==> src/core/wsr_pkg.sv <==
// Purpose: constants, types and helpers for the wake-up status bank
// Assumes: 8-bit register port, 20 MHz ref_clk
// Notes: offsets are byte addresses on the register port
//
// Functional notes
// [RULE_01] status bit 6 shows calibration error
// [RULE_02] status bit 5 shows calibration finished
// [RULE_03] status bit 4 shows crystal settled
// [RULE_04] status bit 3 shows crystal output level
// [RULE_05] status bit 2 records a cold start
// [RULE_06] status bit 1 latches timer timeout
// [RULE_07] status bit 0 live while counter zero
// [RULE_08] strength register holds received packet power
// [RULE_09] software subtracts 107 to get dBm
// [RULE_10] pull-in limit resets to 50, reloaded on receive
// [RULE_11] reload value is half the IF bandwidth
// [RULE_12] image-cal bit 5 enables result overwrite
// [RULE_13] frequency field selects crystal divider
// [RULE_14] power field maps to source power multiple
// [RULE_15] shutdown needs request bit and chip select
// [RULE_16] flag clear bit clears timeout and cold flags
// [RULE_17] timer counts down, times out at zero
// [RULE_18] read-only writes ignored, reserved reads zero
package wsr_pkg;
	typedef logic [9:0] wsr_addr_t;
	typedef logic [7:0] wsr_byte_t;

	localparam wsr_addr_t ADR_FLAG_CTRL = 10'h310;
	localparam wsr_addr_t ADR_STATUS    = 10'h311;
	localparam wsr_addr_t ADR_RSSI      = 10'h312;
	localparam wsr_addr_t ADR_AFC       = 10'h315;
	localparam wsr_addr_t ADR_IMG_CAL   = 10'h319;
	localparam wsr_addr_t ADR_SHUTDOWN  = 10'h322;
	localparam wsr_addr_t ADR_TMR_LO    = 10'h340;
	localparam wsr_addr_t ADR_TMR_HI    = 10'h341;
	localparam wsr_addr_t ADR_TMR_CTRL  = 10'h342;
	localparam wsr_addr_t ADR_IRQ_STAT  = 10'h343;
	localparam wsr_addr_t ADR_IRQ_MASK  = 10'h344;

	localparam int ST_CAL_ERR  = 6;
	localparam int ST_CAL_DONE = 5;
	localparam int ST_XTAL_RDY = 4;
	localparam int ST_XTAL_LVL = 3;
	localparam int ST_COLD     = 2;
	localparam int ST_TO_FLAG  = 1;
	localparam int ST_TO_LIVE  = 0;
	localparam int FC_CAL_EN   = 1;
	localparam int FC_CLEAR    = 0;
	localparam int IMG_OVWRT   = 5;
	localparam int IMG_FREQ_LO = 3;
	localparam int IMG_PWR_LO  = 0;
	localparam int SHUT_REQ    = 0;
	localparam int TC_ENABLE   = 0;
	localparam int TC_XTAL_EN  = 1;
	localparam int TC_PRESC_LO = 2;

	localparam int IRQ_W        = 4;
	localparam int IRQ_TIMEOUT  = 0;
	localparam int IRQ_PACKET   = 1;
	localparam int IRQ_CAL_DONE = 2;
	localparam int IRQ_XTAL_RDY = 3;

	localparam wsr_byte_t AFC_RESET  = 8'h32;
	localparam wsr_byte_t BYTE_ZERO  = 8'h00;

	localparam int CLK_PERIOD_NS  = 50;
	localparam int TICK_PERIOD_NS = 30520;
	localparam int TICK_CYCLES    = TICK_PERIOD_NS / CLK_PERIOD_NS;

	// prescaler ratio in 32 kHz ticks
	function automatic logic [16:0] wsr_presc_ticks(input logic [2:0] sel);
		unique case (sel)
			3'h0: wsr_presc_ticks = 17'h00001;
			3'h1: wsr_presc_ticks = 17'h00004;
			3'h2: wsr_presc_ticks = 17'h00008;
			3'h3: wsr_presc_ticks = 17'h00010;
			3'h4: wsr_presc_ticks = 17'h00080;
			3'h5: wsr_presc_ticks = 17'h00400;
			3'h6: wsr_presc_ticks = 17'h02000;
			3'h7: wsr_presc_ticks = 17'h10000;
		endcase
	endfunction
endpackage

==> src/core/wsr_timer_if.sv <==
// Purpose: control and status between register bank and wake-up timer
// Assumes: both ends on ref_clk
// Notes: live is combinational, timeout a one-cycle pulse
`timescale 1ns/1ns
interface wsr_timer_if;
	logic        enable;
	logic        load;
	logic [15:0] reload;
	logic [2:0]  presc_sel;
	logic        timeout;
	logic        live;
	logic [15:0] count;

	modport ctrl (output enable, load, reload, presc_sel,
		input timeout, live, count);
	modport tmr (input enable, load, reload, presc_sel,
		output timeout, live, count);
endinterface

==> src/core/wsr_wakeup_timer.sv <==
// Purpose: wake-up down counter with 32 kHz base and prescaler
// Assumes: base tick derived from ref_clk, not a real crystal
// Notes: counter reloads on the tick after reaching zero
`timescale 1ns/1ns
module wsr_wakeup_timer
	import wsr_pkg::*;
(
	// clock and reset
	input wire logic   ref_clk,
	input wire logic   rst,
	// timer link
	wsr_timer_if.tmr   tif
);
	localparam logic [9:0] BASE_LAST = 10'(TICK_CYCLES - 1);

	logic [9:0]  base;
	logic [16:0] presc;
	logic        base_tick;
	logic        tick;

	assign base_tick = (base == BASE_LAST);
	assign tick = base_tick &&
		(presc >= wsr_presc_ticks(tif.presc_sel) - 17'h00001);

	always_ff @(posedge ref_clk or posedge rst) begin
		if (rst) begin
			base <= 10'h000;
		end else if (base_tick) begin
			base <= 10'h000;
		end else begin
			base <= base + 10'h001;
		end
	end

	always_ff @(posedge ref_clk or posedge rst) begin
		if (rst) begin
			presc <= 17'h00000;
		end else if (tick) begin
			presc <= 17'h00000;
		end else if (base_tick) begin
			presc <= presc + 17'h00001;
		end
	end

	// down count at prescaler rate
	always_ff @(posedge ref_clk or posedge rst) begin
		if (rst) begin
			tif.count <= 16'h0000;
		end else if (tif.load) begin
			tif.count <= tif.reload;
		end else if (tif.enable && tick) begin
			if (tif.count == 16'h0000) begin
				tif.count <= tif.reload;
			end else begin
				tif.count <= tif.count - 16'h0001; // RULE_17
			end
		end
	end

	always_ff @(posedge ref_clk or posedge rst) begin
		if (rst) begin
			tif.timeout <= 1'b0;
		end else begin
			tif.timeout <= tif.enable && tick && !tif.load &&
				tif.count == 16'h0001; // RULE_17
		end
	end

	assign tif.live = tif.enable && (tif.count == 16'h0000);
endmodule

==> src/core/wsr_regs.sv <==
// Purpose: wake-up status, signal strength, AFC limit, image-cal
//          source and shutdown registers
// Assumes: register port on ref_clk; analog status and chip select
//          asynchronous, event inputs on ref_clk
// Notes: read data appear one cycle after the read strobe only
`timescale 1ns/1ns
module wsr_regs
	import wsr_pkg::*;
(
	// clock and reset
	input wire logic              ref_clk,
	input wire logic              rst,
	// register port
	input wire wsr_pkg::wsr_addr_t reg_addr,
	input wire wsr_pkg::wsr_byte_t reg_wdata,
	input wire logic              reg_wr,
	input wire logic              reg_rd,
	output wsr_pkg::wsr_byte_t     reg_rdata,
	// asynchronous status inputs
	input wire logic              rc_cal_done_in,
	input wire logic              rc_cal_error_in,
	input wire logic              crystal_settled_in,
	input wire logic              crystal_live_level,
	input wire logic              chip_select,
	// processor events
	input wire logic              cold_start_evt,
	input wire logic              packet_done,
	input wire wsr_pkg::wsr_byte_t rssi_meas,
	input wire logic              rx_entry,
	input wire logic [8:0]        if_bw_khz,
	// control outputs
	output logic                  rc_cal_enable,
	output logic                  crystal_enable,
	output logic                  image_cal_overwrite_en,
	output logic [4:0]            ir_src_divisor,
	output logic [2:0]            ir_power_mult,
	output logic                  shutdown_start,
	output logic                  irq
);
	import wsr_pkg::*;

	wsr_timer_if tif ();

	logic [4:0]      sync_a;
	logic [4:0]      sync_b;
	logic [4:0]      sync_c;
	logic            cal_done_s;
	logic            cal_err_s;
	logic            settled_s;
	logic            level_s;
	logic            cs_s;

	logic            flag_clear_ctrl;
	logic            timeout_sticky_flag;
	logic            cold_start_flag;
	wsr_byte_t       signal_strength_readback;
	wsr_byte_t       afc_pull_in_limit;
	logic [5:0]      image_cal_source_config;
	logic            shutdown_request;
	logic            shut_cond_q;
	logic [15:0]     tmr_reload;
	logic            tmr_enable;
	logic [2:0]      tmr_presc;
	logic [IRQ_W-1:0] irq_status;
	logic [IRQ_W-1:0] irq_mask;
	logic [IRQ_W-1:0] irq_events;
	logic [IRQ_W-1:0] irq_w1c;

	wsr_byte_t       wakeup_status;
	wsr_byte_t       next_rdata;
	logic            shut_cond;

	function automatic logic wr_at(input wsr_addr_t a);
		wr_at = reg_wr && (reg_addr == a);
	endfunction

	// two-stage synchronisers, stage a read only by stage b
	always_ff @(posedge ref_clk or posedge rst) begin
		if (rst) begin
			sync_a <= 5'h00;
			sync_b <= 5'h00;
			sync_c <= 5'h00;
		end else begin
			sync_a <= {chip_select, crystal_live_level,
				crystal_settled_in, rc_cal_error_in, rc_cal_done_in};
			sync_b <= sync_a;
			sync_c <= sync_b;
		end
	end

	assign cal_done_s = sync_b[0];
	assign cal_err_s  = sync_b[1];
	assign settled_s  = sync_b[2];
	assign level_s    = sync_b[3];
	assign cs_s       = sync_b[4];

	// status word; validity bits gated by their enables
	always_comb begin
		wakeup_status = BYTE_ZERO; // RULE_18
		wakeup_status[ST_CAL_ERR]  = cal_err_s && rc_cal_enable; // RULE_01
		wakeup_status[ST_CAL_DONE] = cal_done_s && rc_cal_enable; // RULE_02
		wakeup_status[ST_XTAL_RDY] = settled_s && crystal_enable; // RULE_03
		wakeup_status[ST_XTAL_LVL] = level_s; // RULE_04
		wakeup_status[ST_COLD]     = cold_start_flag; // RULE_05
		wakeup_status[ST_TO_FLAG]  = timeout_sticky_flag; // RULE_06
		wakeup_status[ST_TO_LIVE]  = tif.live; // RULE_07
	end

	// flag clear control and calibration enable
	always_ff @(posedge ref_clk or posedge rst) begin
		if (rst) begin
			flag_clear_ctrl <= 1'b0;
			rc_cal_enable   <= 1'b0;
		end else if (wr_at(ADR_FLAG_CTRL)) begin
			flag_clear_ctrl <= reg_wdata[FC_CLEAR];
			rc_cal_enable   <= reg_wdata[FC_CAL_EN];
		end
	end

	// sticky flags: a set in the clearing cycle wins
	always_ff @(posedge ref_clk or posedge rst) begin
		if (rst) begin
			timeout_sticky_flag <= 1'b0;
			cold_start_flag     <= 1'b0;
		end else begin
			if (tif.timeout) begin
				timeout_sticky_flag <= 1'b1; // RULE_06
			end else if (flag_clear_ctrl) begin
				timeout_sticky_flag <= 1'b0; // RULE_16
			end
			if (cold_start_evt) begin
				cold_start_flag <= 1'b1; // RULE_05
			end else if (flag_clear_ctrl) begin
				cold_start_flag <= 1'b0; // RULE_16
			end
		end
	end

	// signal strength: only a finished packet updates it
	always_ff @(posedge ref_clk or posedge rst) begin
		if (rst) begin
			signal_strength_readback <= BYTE_ZERO;
		end else if (packet_done) begin
			signal_strength_readback <= rssi_meas; // RULE_08
		end
	end

	// receive entry overrides a same-cycle software write
	always_ff @(posedge ref_clk or posedge rst) begin
		if (rst) begin
			afc_pull_in_limit <= AFC_RESET; // RULE_10
		end else if (rx_entry) begin
			afc_pull_in_limit <= if_bw_khz[8:1]; // RULE_11
		end else if (wr_at(ADR_AFC)) begin
			afc_pull_in_limit <= reg_wdata;
		end
	end

	always_ff @(posedge ref_clk or posedge rst) begin
		if (rst) begin
			image_cal_source_config <= 6'h00;
		end else if (wr_at(ADR_IMG_CAL)) begin
			image_cal_source_config <= reg_wdata[5:0];
		end
	end

	// decoded calibration source controls
	always_ff @(posedge ref_clk or posedge rst) begin
		if (rst) begin
			image_cal_overwrite_en <= 1'b0;
			ir_src_divisor         <= 5'h00;
			ir_power_mult          <= 3'h0;
		end else begin
			image_cal_overwrite_en <=
				image_cal_source_config[IMG_OVWRT]; // RULE_12
			unique case (image_cal_source_config[IMG_FREQ_LO +: 2])
				2'h0: ir_src_divisor <= 5'h00; // RULE_13
				2'h1: ir_src_divisor <= 5'h04;
				2'h2: ir_src_divisor <= 5'h08;
				2'h3: ir_src_divisor <= 5'h10;
			endcase
			// codes 1 to 6 share a level in pairs; codes 0 and 7 each have their own
			ir_power_mult <= 3'((4'(image_cal_source_config[IMG_PWR_LO +: 3])
				+ 4'h1) >> 1); // RULE_14
		end
	end

	always_ff @(posedge ref_clk or posedge rst) begin
		if (rst) begin
			shutdown_request <= 1'b0;
		end else if (wr_at(ADR_SHUTDOWN)) begin
			shutdown_request <= reg_wdata[SHUT_REQ];
		end
	end

	// one pulse per rise of request-and-select
	assign shut_cond = shutdown_request && cs_s; // RULE_15

	always_ff @(posedge ref_clk or posedge rst) begin
		if (rst) begin
			shut_cond_q    <= 1'b0;
			shutdown_start <= 1'b0;
		end else begin
			shut_cond_q    <= shut_cond;
			shutdown_start <= shut_cond && !shut_cond_q; // RULE_15
		end
	end

	// timer control; a low byte write loads both bytes into the counter
	always_ff @(posedge ref_clk or posedge rst) begin
		if (rst) begin
			tmr_reload     <= 16'h0000;
			tmr_enable     <= 1'b0;
			crystal_enable <= 1'b0;
			tmr_presc      <= 3'h0;
		end else begin
			if (wr_at(ADR_TMR_LO)) begin
				tmr_reload[7:0] <= reg_wdata;
			end
			if (wr_at(ADR_TMR_HI)) begin
				tmr_reload[15:8] <= reg_wdata;
			end
			if (wr_at(ADR_TMR_CTRL)) begin
				tmr_enable     <= reg_wdata[TC_ENABLE];
				crystal_enable <= reg_wdata[TC_XTAL_EN];
				tmr_presc      <= reg_wdata[TC_PRESC_LO +: 3];
			end
		end
	end

	always_ff @(posedge ref_clk or posedge rst) begin
		if (rst) begin
			tif.load <= 1'b0;
		end else begin
			tif.load <= wr_at(ADR_TMR_LO);
		end
	end

	assign tif.enable    = tmr_enable;
	assign tif.reload    = tmr_reload;
	assign tif.presc_sel = tmr_presc;

	wsr_wakeup_timer u_timer (
		.ref_clk (ref_clk),
		.rst     (rst),
		.tif     (tif.tmr)
	);

	// interrupt status, write one to clear, set wins
	always_comb begin
		irq_events = '0;
		irq_events[IRQ_TIMEOUT]  = tif.timeout;
		irq_events[IRQ_PACKET]   = packet_done;
		irq_events[IRQ_CAL_DONE] = cal_done_s && !sync_c[0];
		irq_events[IRQ_XTAL_RDY] = settled_s && !sync_c[2];
		irq_w1c = wr_at(ADR_IRQ_STAT) ? reg_wdata[IRQ_W-1:0] : '0;
	end

	always_ff @(posedge ref_clk or posedge rst) begin
		if (rst) begin
			irq_status <= '0;
			irq_mask   <= '0;
			irq        <= 1'b0;
		end else begin
			irq_status <= (irq_status & ~irq_w1c) | irq_events;
			if (wr_at(ADR_IRQ_MASK)) begin
				irq_mask <= reg_wdata[IRQ_W-1:0];
			end
			irq <= |(irq_status & irq_mask);
		end
	end

	// read path; unmapped and reserved read zero
	always_comb begin
		next_rdata = BYTE_ZERO;
		unique case (reg_addr)
			ADR_FLAG_CTRL: begin
				next_rdata[FC_CLEAR]  = flag_clear_ctrl;
				next_rdata[FC_CAL_EN] = rc_cal_enable;
			end
			ADR_STATUS:   next_rdata = wakeup_status;
			ADR_RSSI:     next_rdata = signal_strength_readback;
			ADR_AFC:      next_rdata = afc_pull_in_limit;
			ADR_IMG_CAL:  next_rdata = {2'b00, image_cal_source_config};
			ADR_SHUTDOWN: next_rdata[SHUT_REQ] = shutdown_request;
			ADR_TMR_LO:   next_rdata = tmr_reload[7:0];
			ADR_TMR_HI:   next_rdata = tmr_reload[15:8];
			ADR_TMR_CTRL: begin
				next_rdata[TC_ENABLE]        = tmr_enable;
				next_rdata[TC_XTAL_EN]       = crystal_enable;
				next_rdata[TC_PRESC_LO +: 3] = tmr_presc;
			end
			ADR_IRQ_STAT: next_rdata[IRQ_W-1:0] = irq_status;
			ADR_IRQ_MASK: next_rdata[IRQ_W-1:0] = irq_mask;
			default:      next_rdata = BYTE_ZERO; // RULE_18
		endcase
	end

	// data valid only in the cycle after the strobe
	always_ff @(posedge ref_clk or posedge rst) begin
		if (rst) begin
			reg_rdata <= BYTE_ZERO;
		end else begin
			reg_rdata <= reg_rd ? next_rdata : BYTE_ZERO;
		end
	end
endmodule

==> config.mk <==
export PLATFORM = sky130hd
export DESIGN_NAME = wsr_regs
export DESIGN_NICKNAME = d
export VERILOG_FILES = /design/src/core/wsr_pkg.sv /design/src/core/wsr_timer_if.sv /design/src/core/wsr_wakeup_timer.sv /design/src/core/wsr_regs.sv
export SDC_FILE = /design/constraint.sdc
export NUM_CORES = 1
export LEC_CHECK = 0
export BUFFER_PORTS_ARGS = -buffer_cell sky130_fd_sc_hd__buf_4
export CAP_MARGIN = 10
export CORE_AREA = 2 2 91 136
export DETAILED_ROUTE_END_ITERATION = 8
export DIE_AREA = 0 0 93 138
export PLACE_DENSITY_LB_ADDON = 0.08
export SYNTH_ARGS = -nofsm -noshare
export SYNTH_HDL_FRONTEND = slang
export SYNTH_SLANG_ARGS = --single-unit
export TNS_END_PERCENT = 5
==> constraint.sdc <==
create_clock -name ref_clk -period 6.05 [get_ports ref_clk]
set_input_delay 1.21 -clock ref_clk [delete_from_list [all_inputs] [get_ports ref_clk]]
set_output_delay 1.21 -clock ref_clk [all_outputs]
set_load 0.05 [all_outputs]
==> Yosys cells after proc, flatten, opt, wreduce, memory -nomap -nowiden <==
Memories as Yosys holds them, arrays and structs flattened.
Index checks and enable logic that the tools add are counted.
{ "totals": {"register_bits": 134, "n_memories": 1, "mem_bits_ro": 64, "inputBits": 47} }
{ "mem_list": {"columns": ["memory", "depth", "word_bits", "rd", "rd_ports_with_merged_regs", "wr", "line", "rtl"], "rows": [
  ["(name not given)", 8, 8, 1, 0, 0, "wsr_pkg.sv:72", "unique case (sel)"]
]} }
{ "op_classes": {"mux": 19, "bitwise": 4, "reduce_logical": 33, "n_addsub": 5, "n_eq_ne": 16, "order_cmp": 1} }
{ "op_table": {"columns": ["op", "count"], "rows": [
  ["$eq 10x10->1 const B", 12],
  ["$mux 16", 3],
  ["$mux 17", 2],
  ["$mux 8", 3],
  ["$logic_and 1x1->1", 21],
  ["$pmux 5 s4", 1],
  ["$pmux 2 s9", 1],
  ["$pmux 3 s6", 1],
  ["$add 17x1->17 const B", 1],
  ["$ge 17x17->1", 1],
  ["$sub 17x1->17 const B", 1],
  ["$eq 16x1->1 const B", 1],
  ["$logic_not 16->1", 1],
  ["$sub 16x1->16 const B", 1],
  ["$pmux 1 s11", 1],
  ["$add 10x1->10 const B", 1],
  ["$mux 10", 1],
  ["$pmux 1 s10", 1],
  ["$reduce_bool 2->1", 5],
  ["$and 4x4->4", 2],
  ["$pmux 1 s7", 1],
  ["$add 3x1->4 const B", 1],
  ["$eq 2x2->1 const B", 2],
  ["$logic_not 1->1", 4],
  ["7 further kinds", 9]
]} }

==> Depth between registers and ports, before layout <==
Gate-level depths: netlist (run 1).
An unclocked memory read counts as a cell.
{ "logic_depth": {"word_depth": 7, "depth_mapped": 15} }

==> Hierarchy <==
Synthesis (run 1) repeated with hierarchy kept, for this count alone.
{ "hier_totals": {"cells_unflattened": 685, "hier_area_um2": 7061.8} }
{ "by_module_without_submodules": {"columns": ["module", "instances", "cells_each", "seq_area_each_um2", "area_per_inst_um2"], "rows": [
  ["wsr_regs", 1, 314, 2180.8, 3937.5],
  ["wsr_wakeup_timer", 1, 371, 1101.1, 3124.2]
]} }

==> Least setup slack after synthesis (run 1) <==
Ideal clock, no wire load.
{ "synth_timing": {"kind": "register to register", "from": "register tmr_presc[0] (netlist: tif.presc_sel[0])", "to": "register u_timer.tif.count[14]", "setup_slack_ns": 2.826, "path_buffers": 2, "stages_incl_launch_ff": 15, "t_arrival_ns": 3.103, "period_less_slack_ns": 3.224, "t_required_ns": 5.928, "cell_sequence": "dfrtp_1 -> clkbuf_1 -> or3_1 -> ha_1 -> nor3_1 -> a21o_1 -> a21oi_1 -> ha_1 -> nand4_1 -> a2111oi_0 -> a211o_1 -> a22o_1 -> buf_2 -> nand2_1 -> a32o_1"} }
{ "synth_between": {"elab_chain_cells": 6} }
{ "synth_rtl": {"columns": ["element", "line", "rtl"], "rows": [
  ["from (decl)", "wsr_regs.sv:63", "logic [2:0] tmr_presc;"],
  ["from (signal assigned)", "wsr_regs.sv:226", "tmr_presc <= reg_wdata[TC_PRESC_LO +: 3];"],
  ["$mem_v2 8x8", null, null],
  ["$sub 17x1->17", "wsr_wakeup_timer.sv:23", "(presc >= wsr_presc_ticks(tif.presc_sel) - 17'h00001);"],
  ["$ge 17x17->1", "wsr_wakeup_timer.sv:23", null],
  ["$logic_and 1x1->1", "wsr_wakeup_timer.sv:22", "assign tick = base_tick &&"],
  ["$logic_and 1x1->1", "wsr_wakeup_timer.sv:51", "end else if (tif.enable && tick) begin"],
  ["$reduce_bool 2->1 (no source line)", null, null],
  ["to (signal assigned)", "wsr_wakeup_timer.sv:50", "tif.count <= tif.reload;"],
  ["to (signal assigned)", "wsr_wakeup_timer.sv:53", "tif.count <= tif.reload;"],
  ["to (signal assigned)", "wsr_wakeup_timer.sv:55", "tif.count <= tif.count - 16'h0001;"],
  ["to (decl)", "wsr_timer_if.sv:17", "output timeout, live, count);"]
]} }
No other way between the ends.
A chain may end at the register's enable or synchronous reset.

==> Worst setup path after layout (run 1) <==
{ "layout_timing": {"from": "register tmr_presc[0] (netlist: tif.presc_sel[0])", "to": "register u_timer.tif.count[1]"} }
The elaborated chain is that of the path after synthesis.

==> results of run 1 <==
[logic make-up after synthesis]
family,after synthesis,share of synthesized area [%]
simple gates,214,16.9
buf+inv,59,3.55
mux,55,9.16
other cells,2,0.111
flops,131,48.7
compound gates,143,14.2
fa+ha+maj,25,4.64
xor+xnor,21,2.73
[sequential cells by signal, summed over array words and instances, names as in the netlist, 2 cells and up]
name,cells
image_cal_source_config,6
tif.presc_sel,3
signal_strength_readback,8
ir_power_mult,3
u_timer.base,10
ir_src_divisor,3
reg_rdata,8
irq_mask,4
afc_pull_in_limit,8
irq_status,4
tif.reload,16
sync_c,2
u_timer.tif.count,16
u_timer.presc,17
sync_a,5
sync_b,5
[how the worst max path moves through the flow]
stage | from | end | slack [ns] | cells past startpoint
3_5_place_dp | tif.presc_sel[0]$_DFFE_PP0P_ | u_timer.tif.count[1]$_DFFE_PP0P_ | 2.26 | 12
5_1_grt | tif.presc_sel[0]$_DFFE_PP0P_ | u_timer.tif.count[1]$_DFFE_PP0P_ | 1.94 | 12
4_1_cts | tif.presc_sel[0]$_DFFE_PP0P_ | u_timer.tif.count[1]$_DFFE_PP0P_ | 2.18 | 12
3_3_place_gp | tif.presc_sel[0]$_DFFE_PP0P_ | u_timer.tif.count[1]$_DFFE_PP0P_ | 2.34 | 12
6_report | tif.presc_sel[0]$_DFFE_PP0P_ | u_timer.tif.count[1]$_DFFE_PP0P_ | 2.19 | 12
2_1_floorplan | rst | afc_pull_in_limit[0]$_DFFE_PP0P_ | 1.35 | 1
[Yosys cell counts, types with 4 or more instances]
| cell type | count | area [sq um] |
|---|---|---|
| a21o_1 | 11 | 82.6 |
| a21oi_1 | 30 | 150 |
| a221o_1 | 5 | 50.1 |
| a22o_1 | 6 | 52.6 |
| a22oi_1 | 13 | 97.6 |
| a31oi_1 | 4 | 25.0 |
| and2_1 | 14 | 87.6 |
| and3_1 | 16 | 100 |
| and4_1 | 4 | 35.0 |
| buf_2 | 5 | 25.0 |
| clkbuf_1 | 17 | 63.8 |
| dfrtp_1 | 128 | 3200 |
| ha_1 | 25 | 313 |
| inv_1 | 32 | 120 |
| mux2_2 | 43 | 484 |
| mux2i_1 | 11 | 110 |
| nand2_1 | 54 | 203 |
| nand3_1 | 15 | 75.1 |
| nand4_1 | 12 | 75.1 |
| nor2_1 | 46 | 173 |
| nor2b_1 | 8 | 50.1 |
| nor3_1 | 14 | 70.1 |
| nor4_1 | 7 | 43.8 |
| o21ai_0 | 39 | 195 |
| o311ai_0 | 4 | 35.0 |
| xnor2_1 | 14 | 123 |
| xor2_1 | 7 | 61.3 |
[power by group through the flow]
| stage | sequential [mW] | combinational [mW] | clock [mW] |
|---|---|---|---|
| after global routing | 0.915 | 0.127 | 1.13 |
| after global placement | 0.928 | 0.111 | 0 |
| final | 0.914 | 0.114 | 1.08 |
| after floorplan | 0.926 | 0.0636 | 0 |
| after CTS | 0.913 | 0.116 | 1.09 |
| after detailed placement | 0.928 | 0.115 | 0 |
[worst max-delay path, delay by kind of cell, from the launching register on]
family / cells / cell delay (ns)
DFF: 1 / 0.49
and+or+nand+nor: 3 / 0.76
adders and majority gates: 2 / 0.59
AOI/OAI and AO/OA: 7 / 1.88
[final cells by class]
type / instances / area share, %
inverter: 32 / 1.55
clock inverter: 13 / 2.32
multi-input combinational: 461 / 40.6
sequential: 131 / 41.4
tap: 153 / 2.42
timing repair buffer: 65 / 6.16
clock buffer: 19 / 5.47
[placed cells by master (no fill, tap or decap), drive strengths merged, types with 4 or more instances in the layout]
cell type	Yosys	layout
nand4	12	12
a31oi	4	4
nor4	11	11
xor2	7	7
mux2i	11	11
o21ai	39	39
and3	16	16
nor3	15	15
and4	4	4
nand2	56	56
a21o	11	11
ha	25	25
bufinv	0	4
a22oi	13	13
a22o	6	6
nand3	15	15
clkbuf	17	19
inv	32	33
nor2	47	47
buf	10	65
xnor2	14	14
mux2	43	43
o311ai	4	4
clkinv	0	5
a21oi	30	30
a221o	5	5
dfrtp	128	128
nor2b	8	8
and2	14	14
[layer usage]
layer	wire length [um]	vias up
met4	551	0
met5	0	-
met3	773	36
met1	6460	2644
li1	-	2474
met2	8840	180
[through the flow]
stage	hold WS (ns)	instances	setup slack, ns	instance area (sq um)
after CTS	0.349	874	2.18	7920
after floorplan	0.331	651	1.35	6740
after detailed placement	0.336	842	2.26	7300
after global placement	0.333	842	2.34	7300
final	0.346	874	2.19	7920
after global routing	0.356	874	1.94	7920
==> impl_metrics.yaml, run 1 <==
timing:
  setup_tns_ns: 0
  min_period_ns: 3.86
  finalSetupViolCount: 0
  hold_viol: 0
  tightest_slew_ns: 1.07
  rsz0062_at_grt: "false"
  skew_ns: 0.00883
  fmax_mhz: 259
  slew_viol_final: 0
  min_period_over_period_pct: 63.8
  slew_headroom_pct: 28.3
floorplanning:
  io_pins: 68
  dieArea_sq_um: 12800
  die_w_um: 93
  die_y_um: 138
  core_sq_um: 11800
  rows: 49
  start_util_pct: 57.2
hold_path:
  holdPathEnd: "sync_b[4]$_DFF_PP0_"
  hold_start: "sync_a[4]$_DFF_PP0_"
  hold-path-cell-count: 0
  hp-class: "reg2reg"
logic_synthesis:
  synth_area_sq_um: 6740
  synth-edff-count: 0
  avgSynthCellArea_sq_um: 10.4
  synthCells: 650
  yosysUniqueCellTypes: 67
  ys_seq_area_share_pct: 48.7
  synth-seq-cells: 131
  yosysWarnings: 0
  synth_ff_type: "dfrtp_1"
  async_reset_ff_share_pct: 100
clock_tree:
  cts_resized: 0
  post_cts_buffers: 0
  path_clk_slew_ns: 0.06
  clock_sinks: 131
  htree_levels: 4
  root_buffer: "clkbuf_16"
  cts_buffers: 17
  hold_buffers: 0
  worstSkewPairLatency_ns: 0.42
  cts_buffer_depth: 2
  cts_tree: "yes"
pwr:
  peakVddDrop_v: 0.000196
  switching_share_pct: 22.5
  power_switching_mw: 0.474
  combPwrFrac_pct: 5.4
  pwr-share-seq_pct: 43.4
  p_int_mw: 1.63
  p_clk_share_pct: 51.2
  power-per-cell-area_nw_per_um2: 266
  total_power_mw: 2.11
  p_leak_nw: 3.71
routing:
  ant_nets: 0
  vias: 5334
  drt_drc_violations_left: 0
  vias_per_cell: 6.10
  routed_wl_mm: 16.6
  drt_iter0_markers: 411
  wl_per_cell_um: 19.0
  drtPass1Iterations: 5
critical_path:
  cpMaxStageDelayCell: "dfrtp_1"
  ff2ff_setup_slack_ns: 2.19
  timing.rr.start: "tif.presc_sel[0]$_DFFE_PP0P_"
  worstPathArrival_ns: 4.13
  startpoint_type: "register"
  worst-endpoint-required_ns: 6.32
  reg2reg_depth: 12
  critical_path.max_stage_delay_ns: 0.49
  cp-end-kind: "register"
  path_max_fanout: 16
  path_class: "reg2reg"
  path_common_cell: "ha_1"
  r2r_end: "u_timer.tif.count[1]$_DFFE_PP0P_"
  cp_cell_sequence: "or3_1, ha_1, nor3_1, a21o_1, a21oi_1, ha_1, nand4_1, a2111oi_0, a211o_1, a22o_1, a31o_1, a221oi_1"
flow_run:
  maxCapViolations: 0
placed_design:
  place_congestion: 0.945
  hpwlAfterDp_mm: 12.2
  portBuffers: 64
global_routing:
  busiest_layer: "met2"
  grt_use_met1_pct: 31.5
  met3_usage_pct: 4.74
  grt_remaining_overflow: 0
  antenna_found_initial: 0
  gr-usage-met2_pct: 48.3
  grt_pass1_wl_mm: 27.1
  grt_usage_pct: 27.1
  grt_pass1_vias: 5303
  grt_start_max_net_pins: 74
final_layout:
  ff_latch_area_sq_um: 3280
  area_delta_synth_final_pct: 17.6
  final_core_util_pct: 67.3
  nets: 780
  num_antenna_cells: 0
  num-fill-cells: 944
  multi_input_area_sq_um: 3220
  drive_gt1_share_pct: 21.6
run_status:
  status: "complete, no violations"
(Power assumes the default switching activity.)
==> inputs of run 2 (changes only) <==
- CORE_AREA: 2 2 91 136 -> 2 2 95 142
- DIE_AREA: 0 0 93 138 -> 0 0 97 144
- clock period: 6.05 -> 3.53 ns (I/O delays scaled with it)
==> run 2 against run 1 <==
Worst setup slack worse by 2.1 ns. Non-clock buffer count is 15 higher. Via count is 1.9% higher. Sequential power is 71% higher. Largest cell class unchanged. Highest routed layer unchanged.
==> impl_metrics.yaml, run 2 (synthesis results as in run 1) <==
clock_tree:
  cts_buffer_depth: 2
  path_clk_slew_ns: 0.06
  htree_levels: 4
  post_cts_buffers: 0
  clock_sinks: 131
  worstSkewPairLatency_ns: 0.42
  cts_buffers: 17
  root_buffer: "clkbuf_16"
  cts_tree: "yes"
routing:
  drt_iter0_markers: 327
  vias: 5433
  ant_nets: 0
  drtPass1Iterations: 5
  routed_wl_mm: 17.2
  drt_drc_violations_left: 0
  vias_per_cell: 6.07
  wl_per_cell_um: 19.2
final_layout:
  ff_latch_area_sq_um: 3280
  area_delta_synth_final_pct: 19.0
  num-fill-cells: 1059
  largest_register: "u_timer.presc"
  multi_input_area_sq_um: 3230
  drive_gt1_share_pct: 23.8
  nets: 795
  layout_commonest_cell: "dfrtp_1"
  final_core_util_pct: 62.5
  mostFrequentLayoutCells: "dfrtp_1, buf_4, nand2_1"
  num_antenna_cells: 0
  largest_register_ffs: 17
critical_path:
  path_class: "reg2reg"
  cpMaxStageDelayCell: "or3_1"
  path_max_fanout: 6
  worst-endpoint-required_ns: 3.84
  critical_path.max_stage_delay_ns: 0.47
  cp_num_cells: 13
  cp-end-kind: "register"
  reg2reg_depth: 13
  critical_path.top_delay_family: "compound AO/OA/AOI/OAI gates"
  worstPathArrival_ns: 3.70
  startpoint_type: "register"
  cp_cell_sequence: "or3_1, ha_2, nor3_1, a21o_1, a21oi_1, ha_1, nand4_1, a2111oi_0, a211o_1, a22o_1, buf_4, a21oi_1, a221o_1"
  critPathBufInv: 1
  path_common_cell: "a21oi_1"
flow_run:
  maxCapViolations: 0
global_routing:
  grt_start_max_net_pins: 60
  grt_pass1_wl_mm: 28.3
  grt_remaining_overflow: 0
  grt_pass1_vias: 5581
  grt_usage_pct: 25.9
  antenna_found_initial: 0
floorplanning:
  die_y_um: 144
  io_pins: 68
  core_sq_um: 12800
  die_w_um: 97
  rows: 51
  dieArea_sq_um: 14000
  start_util_pct: 52.5
timing:
  setup_tns_ns: 0
  slew_viol_final: 0
  min_period_over_period_pct: 96.1
  finalSetupViolCount: 0
  min_period_ns: 3.39
  hold_viol: 0
  rsz0062_at_grt: "false"
  fmax_mhz: 295
  tightest_slew_ns: 0.919
  whs_ns: 0.350
  skew_ns: 0.00794
  slew_headroom_pct: 38.5
hold_path:
  hold-path-cell-count: 0
  hp-class: "reg2reg"
pwr:
  power-per-cell-area_nw_per_um2: 432
  p_leak_nw: 3.77
  peakVddDrop_v: 0.000256
run_status:
  status: "complete, no violations"
placed_design:
  hpwlAfterDp_mm: 12.6
  portBuffers: 64
  place_congestion: 0.922
## run 2: cell types whose count changed in the layout (fill, tap and decap cells not counted), sizes merged
cell / change
buf: +15
inv: +3
clkinvlp: +2
bufinv: -3
clkinv: -2
## run 2: report_power, final
group	total (mW)	switching (mW)	internal (mW)
sequential	1.56	0.0242	1.54
clock	1.70	0.699	0.997
combinational	0.206	0.122	0.0838
## run 2: cell type report
type	count	share of cell area (%)
Clock buffer	19	5.53
Clock inverter	13	1.58
Inverter	32	1.55
Multi-Input combinational cell	461	40.3
Sequential cell	131	40.9
Tap cell	159	2.48
Timing Repair Buffer	80	7.65
## run 2: worst reg2reg max path, cell delays in order (launching register included)
cell and delay, ns:
dfrtp_1 0.37, or3_1 0.47, ha_2 0.25, nor3_1 0.14
a21o_1 0.10, a21oi_1 0.06, ha_1 0.29, nand4_1 0.12
a2111oi_0 0.43, a211o_1 0.24, a22o_1 0.31, buf_4 0.20
a21oi_1 0.06, a221o_1 0.25
## run 2: metrics by stage
| stage | total power [mW] | cell area [sq um] | instances | worst slack (ns) |
|---|---|---|---|---|
| 2_1_floorplan | 1.70 | 6740 | 651 | 0.306 |
| 4_1_cts | 3.49 | 8010 | 895 | 0.108 |
| 3_5_place_dp | 1.80 | 7440 | 863 | 0.133 |
| 5_1_grt | 3.58 | 8020 | 895 | 0.0250 |
| 3_3_place_gp | 1.79 | 7440 | 863 | 0.206 |
| 6_report | 3.47 | 8020 | 895 | 0.139 |
## run 2: metal layers
layer  wire length [um]  track usage, %  part of all wire (%)
met1               6700            28.7                    39
met3                702            5.61                   4.1
met5                  0               0                     0
met4                772            14.7                   4.5
met2               9020            46.1                    52
## run 2: repair_timing
action	4_1_cts	5_1_grt
hold buffers	0	0
hold endpoints to repair	0	0
resized for setup	0	3
setup endpoints to repair	0	5
## run 2: final timing paths
kind / start / to / slack [ns]
hold / removal: sync_a[0]$_DFF_PP0_ / sync_b[0]$_DFF_PP0_ / 0.35
max in group asynchronous: rst / u_timer.tif.count[3]$_DFFE_PP0P_ / 2.22
hold reg to reg: sync_a[0]$_DFF_PP0_ / sync_b[0]$_DFF_PP0_ / 0.35
setup reg to reg: tif.presc_sel[0]$_DFFE_PP0P_ / u_timer.tif.count[6]$_DFFE_PP0P_ / 0.14
min in group asynchronous: rst / reg_rdata[6]$_DFF_PP0_ / 0.44
setup / recovery: tif.presc_sel[0]$_DFFE_PP0P_ / u_timer.tif.count[6]$_DFFE_PP0P_ / 0.14
==> inputs of run 3 (changes only) <==
--- a/config.mk
+++ b/config.mk
@@ -9,5 +9,7 @@
 export CAP_MARGIN = 10
-export CORE_AREA = 2 2 95 142
+export CELL_PAD_IN_SITES_DETAIL_PLACEMENT = 1
+export CELL_PAD_IN_SITES_GLOBAL_PLACEMENT = 1
+export CORE_AREA = 2 2 107 161
 export DETAILED_ROUTE_END_ITERATION = 8
-export DIE_AREA = 0 0 97 144
+export DIE_AREA = 0 0 109 163
 export PLACE_DENSITY_LB_ADDON = 0.08
==> constraint.sdc (replaced) <==
create_clock -name ref_clk -period 3.53 [get_ports ref_clk]
set_input_delay 0 -clock ref_clk [delete_from_list [all_inputs] [get_ports ref_clk]]
set_output_delay 0 -clock ref_clk [all_outputs]
set_load 0.05 [all_outputs]
==> run 3 against run 2 <==
Worst setup slack better by 0.015 ns. Clock skew is 0.0047 ns higher. Total power is 4.0% higher. Maximum frequency is 0.44% higher. Die area is 27% higher. Core utilization is 10 points lower. Design area is 7.7% higher. Wire length is 18% higher. Register-to-register slack hardly changed. Global-route usage is 1.5 points lower. Sequential share of layout area is 2.9 points lower. Largest power group unchanged.
==> impl_metrics.yaml, run 3 (synthesis results as in run 1) <==
run_status:
  status: "complete, no violations"
floorplanning:
  core_sq_um: 16500
  start_util_pct: 40.9
  io_pins: 68
  dieArea_sq_um: 17800
  die_y_um: 163
  die_w_um: 109
  rows: 58
timing:
  min_period_ns: 3.38
  skew_ns: 0.0127
  rsz0062_at_grt: "false"
  slew_viol_final: 0
  tightest_slew_ns: 1.03
  fmax_mhz: 296
  min_period_over_period_pct: 95.6
  whs_ns: 0.0642
  hold_viol: 0
  slew_headroom_pct: 30.7
  setup_tns_ns: 0
  finalSetupViolCount: 0
pwr:
  p_leak_nw: 4.00
  p_clk_share_pct: 49.1
  peakVddDrop_v: 0.000351
  total_power_mw: 3.60
  power-per-cell-area_nw_per_um2: 418
  combPwrFrac_pct: 7.5
  power_switching_mw: 0.901
  pwr-share-seq_pct: 43.4
  switching_share_pct: 25.0
  p_int_mw: 2.70
final_layout:
  mostFrequentLayoutCells: "dfrtp_1, buf_4, dlygate4sd3_1"
  drive_gt1_share_pct: 21.7
  num-fill-cells: 1796
  largest_register: "u_timer.presc"
  layout_commonest_cell: "dfrtp_1"
  nets: 847
  num_antenna_cells: 0
  largest_register_ffs: 17
  final_core_util_pct: 52.4
  area_delta_synth_final_pct: 28.2
routing:
  routed_wl_mm: 20.3
  drt_iter0_markers: 230
  ant_nets: 0
  drt_drc_violations_left: 0
  vias: 5614
  drtPass1Iterations: 4
  wl_per_cell_um: 20.3
  vias_per_cell: 5.63
clock_tree:
  worstSkewPairLatency_ns: 0.43
  root_buffer: "clkbuf_16"
  clock_sinks: 131
  path_clk_slew_ns: 0.07
  cts_buffer_depth: 2
  htree_levels: 4
  cts_buffers: 17
  cts_tree: "yes"
critical_path:
  critPathBufInv: 0
  worstPathArrival_ns: 3.68
  ff2ff_setup_slack_ns: 0.15
  cpMaxStageDelayCell: "or3_1"
  cp-end-kind: "register"
  path_max_fanout: 9
  cp_num_cells: 11
  critical_path.top_delay_family: "compound AO/OA/AOI/OAI gates"
  crit_path_end: "u_timer.tif.count[15]$_DFFE_PP0P_"
  worst-endpoint-required_ns: 3.83
  timing.rr.start: "tif.presc_sel[0]$_DFFE_PP0P_"
  cp_cell_sequence: "or3_1, ha_2, a21o_1, a21oi_1, ha_1, nand4_1, a2111oi_0, a211o_1, a22o_2, a31o_1, a221o_1"
  startpoint_type: "register"
  r2r_end: "u_timer.tif.count[15]$_DFFE_PP0P_"
  path_class: "reg2reg"
  reg2reg_depth: 11
  startpoint: "tif.presc_sel[0]$_DFFE_PP0P_"
  critical_path.max_stage_delay_ns: 0.46
hold_path:
  hp-class: "in2reg"
  hold_start: "reg_addr[6]"
global_routing:
  grt_pass1_vias: 6040
  grt_usage_pct: 24.4
  antenna_found_initial: 0
  grt_remaining_overflow: 0
  grt_pass1_wl_mm: 32.5
  grt_start_max_net_pins: 74
placed_design:
  place_congestion: 0.892
  hpwlAfterDp_mm: 14.5
  portBuffers: 64
flow_run:
  maxCapViolations: 0
[run 3: cell count changes in the layout (fill, tap and decap cells not counted), sizes merged]
cell	delta
dlygate4sd3	+58
buf	-6
clkinvlp	-5
inv	+3
clkinv	+2
[run 3: what timing repair did]
action | CTS | global route
gates resized for setup | 0 | 4
setup endpoints to repair | 0 | 32
buffers inserted | 0 | 0
hold buffers | 58 | 0
hold endpoints to repair | 126 | 0
[run 3: worst min-delay path by stage]
stage | endpoint | depth (start not counted)
6_report | rc_cal_enable$_DFFE_PP0P_ | 4
5_1_grt | rc_cal_enable$_DFFE_PP0P_ | 4
4_1_cts | reg_rdata[0]$_DFF_PP0_ | 4
3_5_place_dp | sync_a[2]$_DFF_PP0_ | 1
3_3_place_gp | sync_a[3]$_DFF_PP0_ | 1
2_1_floorplan | sync_a[0]$_DFF_PP0_ | 0
[run 3: per-layer routing]
layer	vias up	GRT usage [%]	wire [um]	share of wire (%)
li1	2609	-	-	-
met5	-	0	0	0
met2	127	45.1	11200	55
met4	0	11.6	758	3.7
met3	41	4.00	629	3.1
met1	2837	26.4	7670	38
[run 3: cell type report]
cell class              instances  area [sq um]  share of cell area, %
flip-flops and latches        131          3280                   38.0
multi-input cells             461          3230                   37.4
repair buffers                132          1150                   13.3
clock buffers                  19           453                   5.25
well taps                     210           263                   3.04
clock inverters                13           139                   1.61
inverters                      32           123                   1.42
[run 3: worst reg2reg max path, delay by kind of cell, from the launching register on]
family / cells / cell delay (ns)
AND/OR/NAND/NOR: 2 / 0.59
AO/OA/AOI/OAI: 7 / 1.77
flip-flops: 1 / 0.37
adder cells (fa/ha/maj): 2 / 0.51
[run 3: power by group through the flow]
stage	clock network, mW	registers [mW]	logic, mW
6_report	1.77	1.56	0.271
5_1_grt	1.87	1.57	0.298
4_1_cts	1.80	1.56	0.271
3_5_place_dp	0	1.59	0.208
3_3_place_gp	0	1.59	0.201
2_1_floorplan	0	1.59	0.109
[run 3: per-stage QoR]
step	std cells	cell area [sq um]	setup slack, ns
floorplan	651	6740	0.0373
global placement	908	7450	0.190
detailed placement	908	7450	0.0321
CTS	998	8630	0.0225
global route	998	8630	0.0136
finish	998	8630	0.154
